`src/hdl/smt_defines.svh`:
```
// Offsets, field positions, reset values and the implemented-bit mask for the static memory timing block.
// Assumes inclusion by bare name from the design module.
`ifndef SMT_DEFINES_SVH
`define SMT_DEFINES_SVH

// ********************
// Register map
// ********************
`define SMT_SET0_OFS 8'h00
`define SMT_SET1_OFS 8'h04
`define SMT_SET2_OFS 8'h08
`define SMT_STAT_OFS 8'h0c
`define SMT_CMD_OFS 8'h10

// ********************
// Field positions
// ********************
`define SMT_RDY_BIT 26
`define SMT_PSZ_LSB 24
`define SMT_PMODE_BIT 23
`define SMT_PAGE_READ_CYCLES_LSB 19
`define SMT_TURNAROUND_CYCLES_LSB 16
`define SMT_TWP_LSB 10
`define SMT_TWR_LSB 8
`define SMT_TAS_LSB 6
`define SMT_TRC_LSB 0
`define SMT_IMPL_MASK 32'h07ff_ffff

// ********************
// Reset value
// ********************
`define SMT_RESET_VAL 32'h041c_2d4b

`endif

```
`src/hdl/smt_pkg.sv`:
```
// Types shared by the static memory timing block.
// Assumes the defines header sits in the include path.
package smt_pkg;

   typedef struct packed {
      logic use_ready_input;
      logic [1:0] page_length_sel;
      logic page_read_support;
      logic [3:0] page_read_cycles;
      logic [2:0] turnaround_cycles;
      logic [5:0] write_pulse_cycles;
      logic [1:0] write_hold_cycles;
      logic [1:0] addr_setup_cycles;
      logic [5:0] read_cycle_cycles;
   } timing_t;

   typedef struct packed {
      logic req;
      logic we;
      logic [1:0] cs;
      logic page;
   } mem_req_t;

   typedef enum logic [2:0] {
      ST_IDLE,
      ST_TURN,
      ST_SETUP,
      ST_READ,
      ST_WPULSE,
      ST_WHOLD
   } mem_state_t;

endpackage

```
`src/hdl/static_memory_timing_config.sv`:
```
// Three static memory timing sets on classic Wishbone plus a cycle sequencer.
// Assumes one 20 MHz clock; memory requests and ready input are synchronous to it.
`timescale 1ns/1ps
`include "smt_defines.svh"

module static_memory_timing_config
   import smt_pkg::*;
(
   input wire logic mclk_i,
   input wire logic rst_i,
   input wire logic [7:0] adr_i,
   input wire logic [31:0] dat_i,
   output logic [31:0] dat_o,
   input wire logic we_i,
   input wire logic [3:0] sel_i,
   input wire logic cyc_i,
   input wire logic stb_i,
   output logic ack_o,
   input wire mem_req_t mreq_i,
   input wire logic [2:0] external_ready_in_i,
   output logic mem_busy_o,
   output logic mem_done_o,
   output logic [2:0] cs_n_o,
   output logic we_n_o,
   output logic oe_n_o,
   output logic [5:0] page_words_o
);

   // ********************
   // Register bus
   // ********************
   logic [2:0][31:0] set_q;
   logic ack_q;
   logic [31:0] rdat_q;
   wire bus_req = cyc_i && stb_i && !ack_q;
   // Write lands at the edge where the master samples ack, with the request still up
   wire wr_en = cyc_i && stb_i && we_i && ack_q;
   wire [31:0] bmask = {{8{sel_i[3]}}, {8{sel_i[2]}}, {8{sel_i[1]}}, {8{sel_i[0]}}};
   wire hit0 = (adr_i == `SMT_SET0_OFS);
   wire hit1 = (adr_i == `SMT_SET1_OFS);
   wire hit2 = (adr_i == `SMT_SET2_OFS);
   wire hit_stat = (adr_i == `SMT_STAT_OFS);
   wire [2:0] set_hit = {hit2, hit1, hit0};
   logic [31:0] rsel;
   mem_state_t state_q;
   logic [1:0] cs_q;
   logic last_rd_q;

   always_comb
   begin
      if (hit0) rsel = set_q[0];
      else if (hit1) rsel = set_q[1];
      else if (hit2) rsel = set_q[2];
      else if (hit_stat) rsel = {26'h0, last_rd_q, cs_q, state_q};
      else rsel = 32'h0;
   end

   // Unmapped addresses still ack with zero so a stray access never hangs the bus
   genvar g;
   generate
      for (g = 0; g < 3; g++)
      begin : g_set
         always_ff @(posedge mclk_i or posedge rst_i)
         begin
            if (rst_i)
               set_q[g] <= `SMT_RESET_VAL;
            else if (wr_en && set_hit[g])
               set_q[g] <= ((set_q[g] & ~bmask) | (dat_i & bmask)) & `SMT_IMPL_MASK;
         end
      end
   endgenerate

   always_ff @(posedge mclk_i or posedge rst_i)
   begin
      if (rst_i)
      begin
         ack_q <= 1'b0;
         rdat_q <= 32'h0;
      end
      else
      begin
         ack_q <= bus_req;
         rdat_q <= rsel;
      end
   end
   assign ack_o = ack_q;
   assign dat_o = rdat_q;

   // ********************
   // Memory cycle sequencer
   // ********************
   timing_t tsel;
   assign tsel = timing_t'(set_q[mreq_i.cs][26:0]);
   timing_t t_q;
   logic [6:0] cnt_q;
   logic we_q;
   logic page_q;
   logic started_q;
   wire rdy_ok = !t_q.use_ready_input || external_ready_in_i[cs_q];
   wire cnt_zero = (cnt_q == 7'h0);
   wire cs_change = started_q && (mreq_i.cs != cs_q);
   // read-to-read, read-to-write and write-to-read all start from a read or write
   wire need_turn = cs_change && (last_rd_q || mreq_i.we != we_q);
   wire use_page = mreq_i.page && tsel.page_read_support && !mreq_i.we;
   // The done pulse still stands while the requester drops req, so it blocks a repeat take
   wire mem_take = mreq_i.req && (mreq_i.cs != 2'h3) && !mem_done_o;
   wire [6:0] rd_len = use_page ? {3'h0, tsel.page_read_cycles}
                                : {1'b0, tsel.read_cycle_cycles};

   always_comb
   begin
      case (t_q.page_length_sel)
         2'h0: page_words_o = 6'h04;
         2'h1: page_words_o = 6'h08;
         2'h2: page_words_o = 6'h10;
         default: page_words_o = 6'h20;
      endcase
   end

   always_ff @(posedge mclk_i or posedge rst_i)
   begin
      if (rst_i)
      begin
         state_q <= ST_IDLE;
         cnt_q <= 7'h0;
         t_q <= timing_t'(27'h0);
         cs_q <= 2'h0;
         we_q <= 1'b0;
         page_q <= 1'b0;
         last_rd_q <= 1'b0;
         started_q <= 1'b0;
         mem_done_o <= 1'b0;
      end
      else
      begin
         mem_done_o <= 1'b0;
         case (state_q)
            ST_IDLE:
               if (mem_take)
               begin
                  t_q <= tsel;
                  we_q <= mreq_i.we;
                  page_q <= use_page;
                  if (need_turn && tsel.turnaround_cycles != 3'h0)
                  begin
                     state_q <= ST_TURN;
                     cnt_q <= {4'h0, tsel.turnaround_cycles} - 7'h1;
                  end
                  else if (mreq_i.we && tsel.addr_setup_cycles != 2'h0)
                  begin
                     state_q <= ST_SETUP;
                     cnt_q <= {5'h0, tsel.addr_setup_cycles} - 7'h1;
                  end
                  else if (mreq_i.we)
                  begin
                     state_q <= ST_WPULSE;
                     cnt_q <= {1'b0, tsel.write_pulse_cycles};
                  end
                  else
                  begin
                     state_q <= ST_READ;
                     cnt_q <= rd_len;
                  end
                  cs_q <= mreq_i.cs;
                  started_q <= 1'b1;
               end
            ST_TURN:
               if (cnt_zero)
               begin
                  if (we_q && t_q.addr_setup_cycles != 2'h0)
                  begin
                     state_q <= ST_SETUP;
                     cnt_q <= {5'h0, t_q.addr_setup_cycles} - 7'h1;
                  end
                  else if (we_q)
                  begin
                     state_q <= ST_WPULSE;
                     cnt_q <= {1'b0, t_q.write_pulse_cycles};
                  end
                  else
                  begin
                     state_q <= ST_READ;
                     cnt_q <= page_q ? {3'h0, t_q.page_read_cycles}
                                     : {1'b0, t_q.read_cycle_cycles};
                  end
               end
               else
                  cnt_q <= cnt_q - 7'h1;
            ST_SETUP:
               if (cnt_zero)
               begin
                  state_q <= ST_WPULSE;
                  cnt_q <= {1'b0, t_q.write_pulse_cycles};
               end
               else
                  cnt_q <= cnt_q - 7'h1;
            ST_READ:
               if (cnt_zero && rdy_ok)
               begin
                  state_q <= ST_IDLE;
                  last_rd_q <= 1'b1;
                  mem_done_o <= 1'b1;
               end
               else if (!cnt_zero)
                  cnt_q <= cnt_q - 7'h1;
            ST_WPULSE:
               if (cnt_zero && rdy_ok)
               begin
                  last_rd_q <= 1'b0;
                  if (t_q.write_hold_cycles != 2'h0)
                  begin
                     state_q <= ST_WHOLD;
                     cnt_q <= {5'h0, t_q.write_hold_cycles} - 7'h1;
                  end
                  else
                  begin
                     state_q <= ST_IDLE;
                     mem_done_o <= 1'b1;
                  end
               end
               else if (!cnt_zero)
                  cnt_q <= cnt_q - 7'h1;
            ST_WHOLD:
               if (cnt_zero)
               begin
                  state_q <= ST_IDLE;
                  mem_done_o <= 1'b1;
               end
               else
                  cnt_q <= cnt_q - 7'h1;
            default:
               state_q <= ST_IDLE;
         endcase
      end
   end

   // Strobes decode from state so they change together with the state flop
   wire active = (state_q != ST_IDLE) && (state_q != ST_TURN);
   assign mem_busy_o = (state_q != ST_IDLE);
   assign we_n_o = !(state_q == ST_WPULSE);
   assign oe_n_o = !(state_q == ST_READ);
   assign cs_n_o = active ? ~(3'h1 << cs_q) : 3'h7;

   // ********************
   // Checks
   // ********************
   logic [7:0] wp_len_q;
   always_ff @(posedge mclk_i or posedge rst_i)
   begin
      if (rst_i) wp_len_q <= 8'h0;
      else if (state_q == ST_WPULSE) wp_len_q <= wp_len_q + 8'h1;
      else wp_len_q <= 8'h0;
   end

   AST_WPULSE_LEN: assert property (@(posedge mclk_i) disable iff (rst_i)
      (state_q == ST_WPULSE && state_q != $past(state_q) && !t_q.use_ready_input)
      |-> !we_n_o[*1] ##0 (wp_len_q == 8'h0))
      else $error("write pulse start wrong");
   AST_WPULSE_END: assert property (@(posedge mclk_i) disable iff (rst_i)
      ($rose(we_n_o) && !t_q.use_ready_input)
      |-> (wp_len_q == {2'h0, t_q.write_pulse_cycles} + 8'h1)
          && ($past(wp_len_q) == {2'h0, t_q.write_pulse_cycles}))
      else $error("write pulse length wrong");
   AST_RSV_ZERO: assert property (@(posedge mclk_i) disable iff (rst_i)
      (set_q[0][31:27] == 5'h0) && (set_q[1][31:27] == 5'h0) && (set_q[2][31:27] == 5'h0))
      else $error("reserved bits set");
   AST_ACK_ONE: assert property (@(posedge mclk_i) disable iff (rst_i)
      (cyc_i && stb_i && !ack_o) |=> ack_o ##1 !ack_o)
      else $error("ack timing wrong");
   AST_RDY_WAIT: assert property (@(posedge mclk_i) disable iff (rst_i)
      (state_q == ST_READ && cnt_zero && t_q.use_ready_input && !external_ready_in_i[cs_q])
      |=> state_q == ST_READ)
      else $error("ready ignored");
   AST_NO_PAGE: assert property (@(posedge mclk_i) disable iff (rst_i)
      (state_q == ST_IDLE && mem_take && !tsel.page_read_support
       && !need_turn && !mreq_i.we) |=> cnt_q == {1'b0, t_q.read_cycle_cycles})
      else $error("page read without support");
   AST_PAGE_SIZE: assert property (@(posedge mclk_i) disable iff (rst_i)
      page_words_o == (6'h04 << t_q.page_length_sel))
      else $error("page size wrong");
   AST_HOLD: assert property (@(posedge mclk_i) disable iff (rst_i)
      (state_q == ST_WHOLD && $past(state_q) == ST_WPULSE && t_q.write_hold_cycles == 2'h2)
      |-> (!cs_n_o[cs_q] && we_n_o)[*2] ##1 mem_done_o)
      else $error("write hold wrong");
   AST_TURN: assert property (@(posedge mclk_i) disable iff (rst_i)
      (state_q == ST_TURN && $past(state_q) == ST_IDLE && t_q.turnaround_cycles == 3'h3)
      |-> (cs_n_o == 3'h7)[*3] ##1 (state_q != ST_TURN))
      else $error("turnaround wrong");

   // Read length is counted in helper logic rather than by a long repetition
   logic [7:0] rd_cnt_q;
   always_ff @(posedge mclk_i or posedge rst_i)
   begin
      if (rst_i) rd_cnt_q <= 8'h0;
      else if (state_q == ST_READ) rd_cnt_q <= rd_cnt_q + 8'h1;
      else rd_cnt_q <= 8'h0;
   end

   AST_READ_LEN: assert property (@(posedge mclk_i) disable iff (rst_i)
      ($rose(oe_n_o) && !t_q.use_ready_input && !page_q)
      |-> rd_cnt_q == {2'h0, t_q.read_cycle_cycles} + 8'h1)
      else $error("read cycle length wrong");
   AST_PAGE_LEN: assert property (@(posedge mclk_i) disable iff (rst_i)
      ($rose(oe_n_o) && !t_q.use_ready_input && page_q)
      |-> rd_cnt_q == {4'h0, t_q.page_read_cycles} + 8'h1)
      else $error("page read length wrong");
   AST_READ_STROBES: assert property (@(posedge mclk_i) disable iff (rst_i)
      (state_q == ST_READ) |-> (we_n_o && !oe_n_o && !cs_n_o[cs_q]))
      else $error("read strobes wrong");
   AST_RDY_IGNORED: assert property (@(posedge mclk_i) disable iff (rst_i)
      (state_q == ST_READ && cnt_zero && !t_q.use_ready_input) |=> state_q == ST_IDLE)
      else $error("ready not ignored");
   AST_SETUP_ONE: assert property (@(posedge mclk_i) disable iff (rst_i)
      (state_q == ST_SETUP && $past(state_q) != ST_SETUP && t_q.addr_setup_cycles == 2'h1)
      |=> state_q == ST_WPULSE)
      else $error("address setup length wrong");
   AST_SETUP_STROBES: assert property (@(posedge mclk_i) disable iff (rst_i)
      (state_q == ST_SETUP) |-> (!cs_n_o[cs_q] && we_n_o && oe_n_o))
      else $error("address setup strobes wrong");
   AST_WHOLD_ONE: assert property (@(posedge mclk_i) disable iff (rst_i)
      (state_q == ST_WHOLD && $past(state_q) == ST_WPULSE && t_q.write_hold_cycles == 2'h1)
      |-> !cs_n_o[cs_q] ##1 (state_q == ST_IDLE && mem_done_o))
      else $error("single hold wrong");
   AST_ZERO_TURN: assert property (@(posedge mclk_i) disable iff (rst_i)
      (state_q == ST_IDLE && mem_take && tsel.turnaround_cycles == 3'h0)
      |=> state_q != ST_TURN)
      else $error("turnaround without cycles");
   AST_TURN_BUS: assert property (@(posedge mclk_i) disable iff (rst_i)
      (state_q == ST_TURN) |-> (cs_n_o == 3'h7 && we_n_o && oe_n_o))
      else $error("bus not idle in turnaround");
   AST_ONE_CS: assert property (@(posedge mclk_i) disable iff (rst_i)
      $onehot0(~cs_n_o))
      else $error("more than one select");

endmodule

```
`config.mk`:
```
export PLATFORM = sky130hd
export DESIGN_NAME = static_memory_timing_config
export DESIGN_NICKNAME = d
export VERILOG_FILES = /design/src/hdl/smt_pkg.sv /design/src/hdl/static_memory_timing_config.sv
export VERILOG_INCLUDE_DIRS = /design/src /design/src/hdl
export SDC_FILE = /design/constraint.sdc
export NUM_CORES = 1
export LEC_CHECK = 0
export BUFFER_PORTS_ARGS = -buffer_cell sky130_fd_sc_hd__buf_2
export CORE_MARGIN = 1
export CORE_UTILIZATION = 34
export DETAILED_ROUTE_END_ITERATION = 6
export PLACE_DENSITY = 0.61
export SYNTH_ARGS = -nofsm -noshare
export SYNTH_HDL_FRONTEND = slang
export SYNTH_SLANG_ARGS = --single-unit
```
`constraint.sdc`:
```
create_clock -name mclk_i -period 11.9 [get_ports mclk_i]
set_clock_uncertainty 0.15 [all_clocks]
set_input_delay 0.595 -clock mclk_i [delete_from_list [all_inputs] [get_ports mclk_i]]
set_output_delay 0.595 -clock mclk_i [all_outputs]
set_load 0.01 [all_outputs]
```
==> out/qor.txt <==
Boundary Pins: 103
biggest area contributors in the synthesized netlist: sky130_fd_sc_hd__dfrtp_1 (36%), sky130_fd_sc_hd__mux2_2 (13%), sky130_fd_sc_hd__dfstp_2 (12%)
total leakage power: 4.19 nW
run status: finished with violations
final max-slew violation count: 0
portion of total power attributed to the clock network: 36.5%
kind of start point of the critical path: input port
total congestion overflow: 0
CTS resizes: 0
area of all placed cells without fillers: 9100 sq um
DRC violation count after routing: 2
f_max: 309 MHz
Crit Reg-Reg Startpoint: state_q[2]
proportion of layout cells with a drive suffix above 1: 34.1%
post-synthesis sequential element count: 149
proportion of netlist area held by the largest area contributor: 36.1%
total power divided by cell area: 167 nW/um^2
hold_ws: 0.101 ns
number of post-CTS setup repair buffers: 0
worst slew margin relative to its limit: 33.9%
Port-buffer cells: 90
Critical Path Sink Type: flop
clock root buffer: sky130_fd_sc_hd__clkbuf_16
share of synthesized flip-flops with an asynchronous set or reset: 100%
Die Y-Extent: 154 um
full die area: 23600 sq um
Synth Cell Area: 7830 sq um
number of global-route vias before repair: 5797
worst path arrival time: 3.43 ns
maximum fanout along the worst path: 51
Clock Path Buffers: 2
global routing usage summed across all routing layers: 17.2%
slew at the pin closest to its max-slew limit: 0.992 ns
violated checks: DRC
max-capacitance violation count: 0
count of flip-flops with a built-in enable after synthesis: 0
Max H-tree Level: 4
internal power summed over all cells: 1.02 mW
number of failing setup endpoints in the final timing report: 0
diodes inserted: 0
Core Region: 22600 sq um
net count of the finished layout: 868
clock edge transition at the registers on the reported setup and hold paths: 0.06 ns
Routed wire per std cell: 17.7 um
worst setup path class: in -> reg
Initial DRC Count: 341
synthesized instance count: 728
number of distinct library cells after synthesis: 64
largest area contributor in the netlist: sky130_fd_sc_hd__dfrtp_1
ANT nets after route: 0
combinational power share: 24.0%
number of core rows: 55
average instance area after synthesis: 10.7 sq um
commonest register cell after synthesis: sky130_fd_sc_hd__dfrtp_1
fraction of the yosys area taken by sequential cells: 48.2%
post-route fraction of the period consumed by the critical path: 27.2%
placement-stage worst setup slack: 8.13 ns
RePlAce Congestion: 0.910
setup repair after global routing missed its margin: false
setup slack of the critical path after layout: 8.66 ns
signed area change from the synthesized netlist to the final layout: 16.3%
data required time at the worst endpoint: 12.09 ns
worst min-delay path class: in -> async
net switching share of the total power: 32.8%
total routed wirelength: 19500 um
switching pwr: 0.498 mW
detail-routed via count per cell: 5.25
worst vdd ir: 0.124 mV
number of buffers added by the clock tree synthesis step: 17
die boundary width: 154 um
number of search-and-repair iterations in the first detailed-routing pass: 7
most frequent cells in the layout: sky130_fd_sc_hd__dfrtp_1 (113), sky130_fd_sc_hd__buf_2 (90), sky130_fd_sc_hd__mux2_2 (89), sky130_fd_sc_hd__nor2_1 (73), sky130_fd_sc_hd__nand2_1 (68)
proportion of power drawn by flip-flops and latches: 39.5%
total cell area at the placement stage: 8490 sq um
Final Hold Viols: 0
setup TNS: 0 ns
number of buffers inserted by hold repair at cts: 0
minimum period implied by the final worst setup slack: 3.24 ns
starting density of the core: 34.7%
count of clock tree sinks: 149
wire length of the first global-routing pass: 31500 um
largest net degree at the start of global routing: 80
Yosys warning count: 0
most common library cell in the layout ignoring fill and taps: sky130_fd_sc_hd__dfrtp_1
total via count in the routed design: 5786
launch point of the worst path: mreq_i[2]
number of antenna violations at the first check in global routing: 0
CTS tree: built
clock latency on the worst-skew pair: 0.43 ns
sum of net half-perimeters after detailed placement: 13400 um
path summary, 6_finish.rpt:
kind	endpoint	cells past startpoint	slack [ns]
worst min-delay path	started_q	2	0.10
max in group asynchronous	dat_o[18]	3	9.99
min in group mclk_i	ack_o	3	0.25
worst min register to register	started_q	1	0.31
worst max-delay path	cnt_q[4]	11	8.66
worst max register to register	cnt_q[4]	6	9.28
Yosys cell counts, drive strengths merged, types with 3 or more instances:
cell type,instances
ha,7
o21ai,34
a21oi,47
nand2,74
nor2,73
o221ai,4
o211ai,4
nand3,6
o22a,12
nand3b,5
dfstp,36
a31oi,3
mux2i,52
xor2,4
o32ai,3
nand2b,4
nor3,10
inv,14
nand4,3
o31ai,3
mux2,91
and3,8
dfrtp,113
o22ai,11
a211oi,7
buf,26
clkbuf,21
mux4,6
or3,3
nor4,5
nor2b,10
metrics by stage:
step | utilization, % | total power, mW | std cells
after floorplan | - | 0.865 | 734
after global placement | 37.6 | 0.963 | 1070
after detailed placement | 37.6 | 0.968 | 1070
after CTS | 40.3 | 1.52 | 1102
after global routing | 40.3 | 1.59 | 1102
final | 40.3 | 1.52 | 1102
worst max-delay path: stages:
cell	delay [ns]
sky130_fd_sc_hd__buf_2	0.07
sky130_fd_sc_hd__buf_4	0.44
sky130_fd_sc_hd__nor2b_1	0.60
sky130_fd_sc_hd__a21oi_1	0.28
sky130_fd_sc_hd__ha_1	0.27
sky130_fd_sc_hd__nor2b_1	0.18
sky130_fd_sc_hd__o221a_2	0.33
sky130_fd_sc_hd__nand3_1	0.08
sky130_fd_sc_hd__nand3b_1	0.25
sky130_fd_sc_hd__o311a_1	0.17
sky130_fd_sc_hd__o21ai_0	0.14
final cells by class:
class,count,area [sq um]
Fill cell,2219,13500
Multi-Input combinational cell,524,3790
Sequential cell,149,3770
Timing Repair Buffer,98,510
Clock buffer,20,457
Tap cell,285,357
Clock inverter,12,153
Inverter,14,57.6
logic make-up after synthesis:
family,Yosys count,share of synthesized area (%)
other cells,1,0.0479
flops,149,48.2
xor+xnor,6,0.672
mux,149,21.5
compound gates,148,12.1
fa+ha+maj,7,1.12
buf+inv,61,3.63
simple gates,207,12.7
power by group through the flow:
stage                     Combinational (mW)  Clock (mW)  Sequential [mW]
final                                  0.364       0.554            0.600
after global routing                   0.400       0.584            0.605
after CTS                              0.363       0.564            0.598
after detailed placement               0.361           0            0.607
after global placement                 0.357           0            0.606
after floorplan                        0.308           0            0.558
per-layer routing:
metal	global-route usage (%)	up-vias	wire, um	share of wire, %
met5	0	-	0	0
met4	5.95	0	274	1.4
met3	2.87	19	641	3.3
met2	28.1	139	9170	47
met1	23.1	2859	9400	48
li1	-	2769	-	-
No activity file was read; power rests on OpenSTA's default activity.
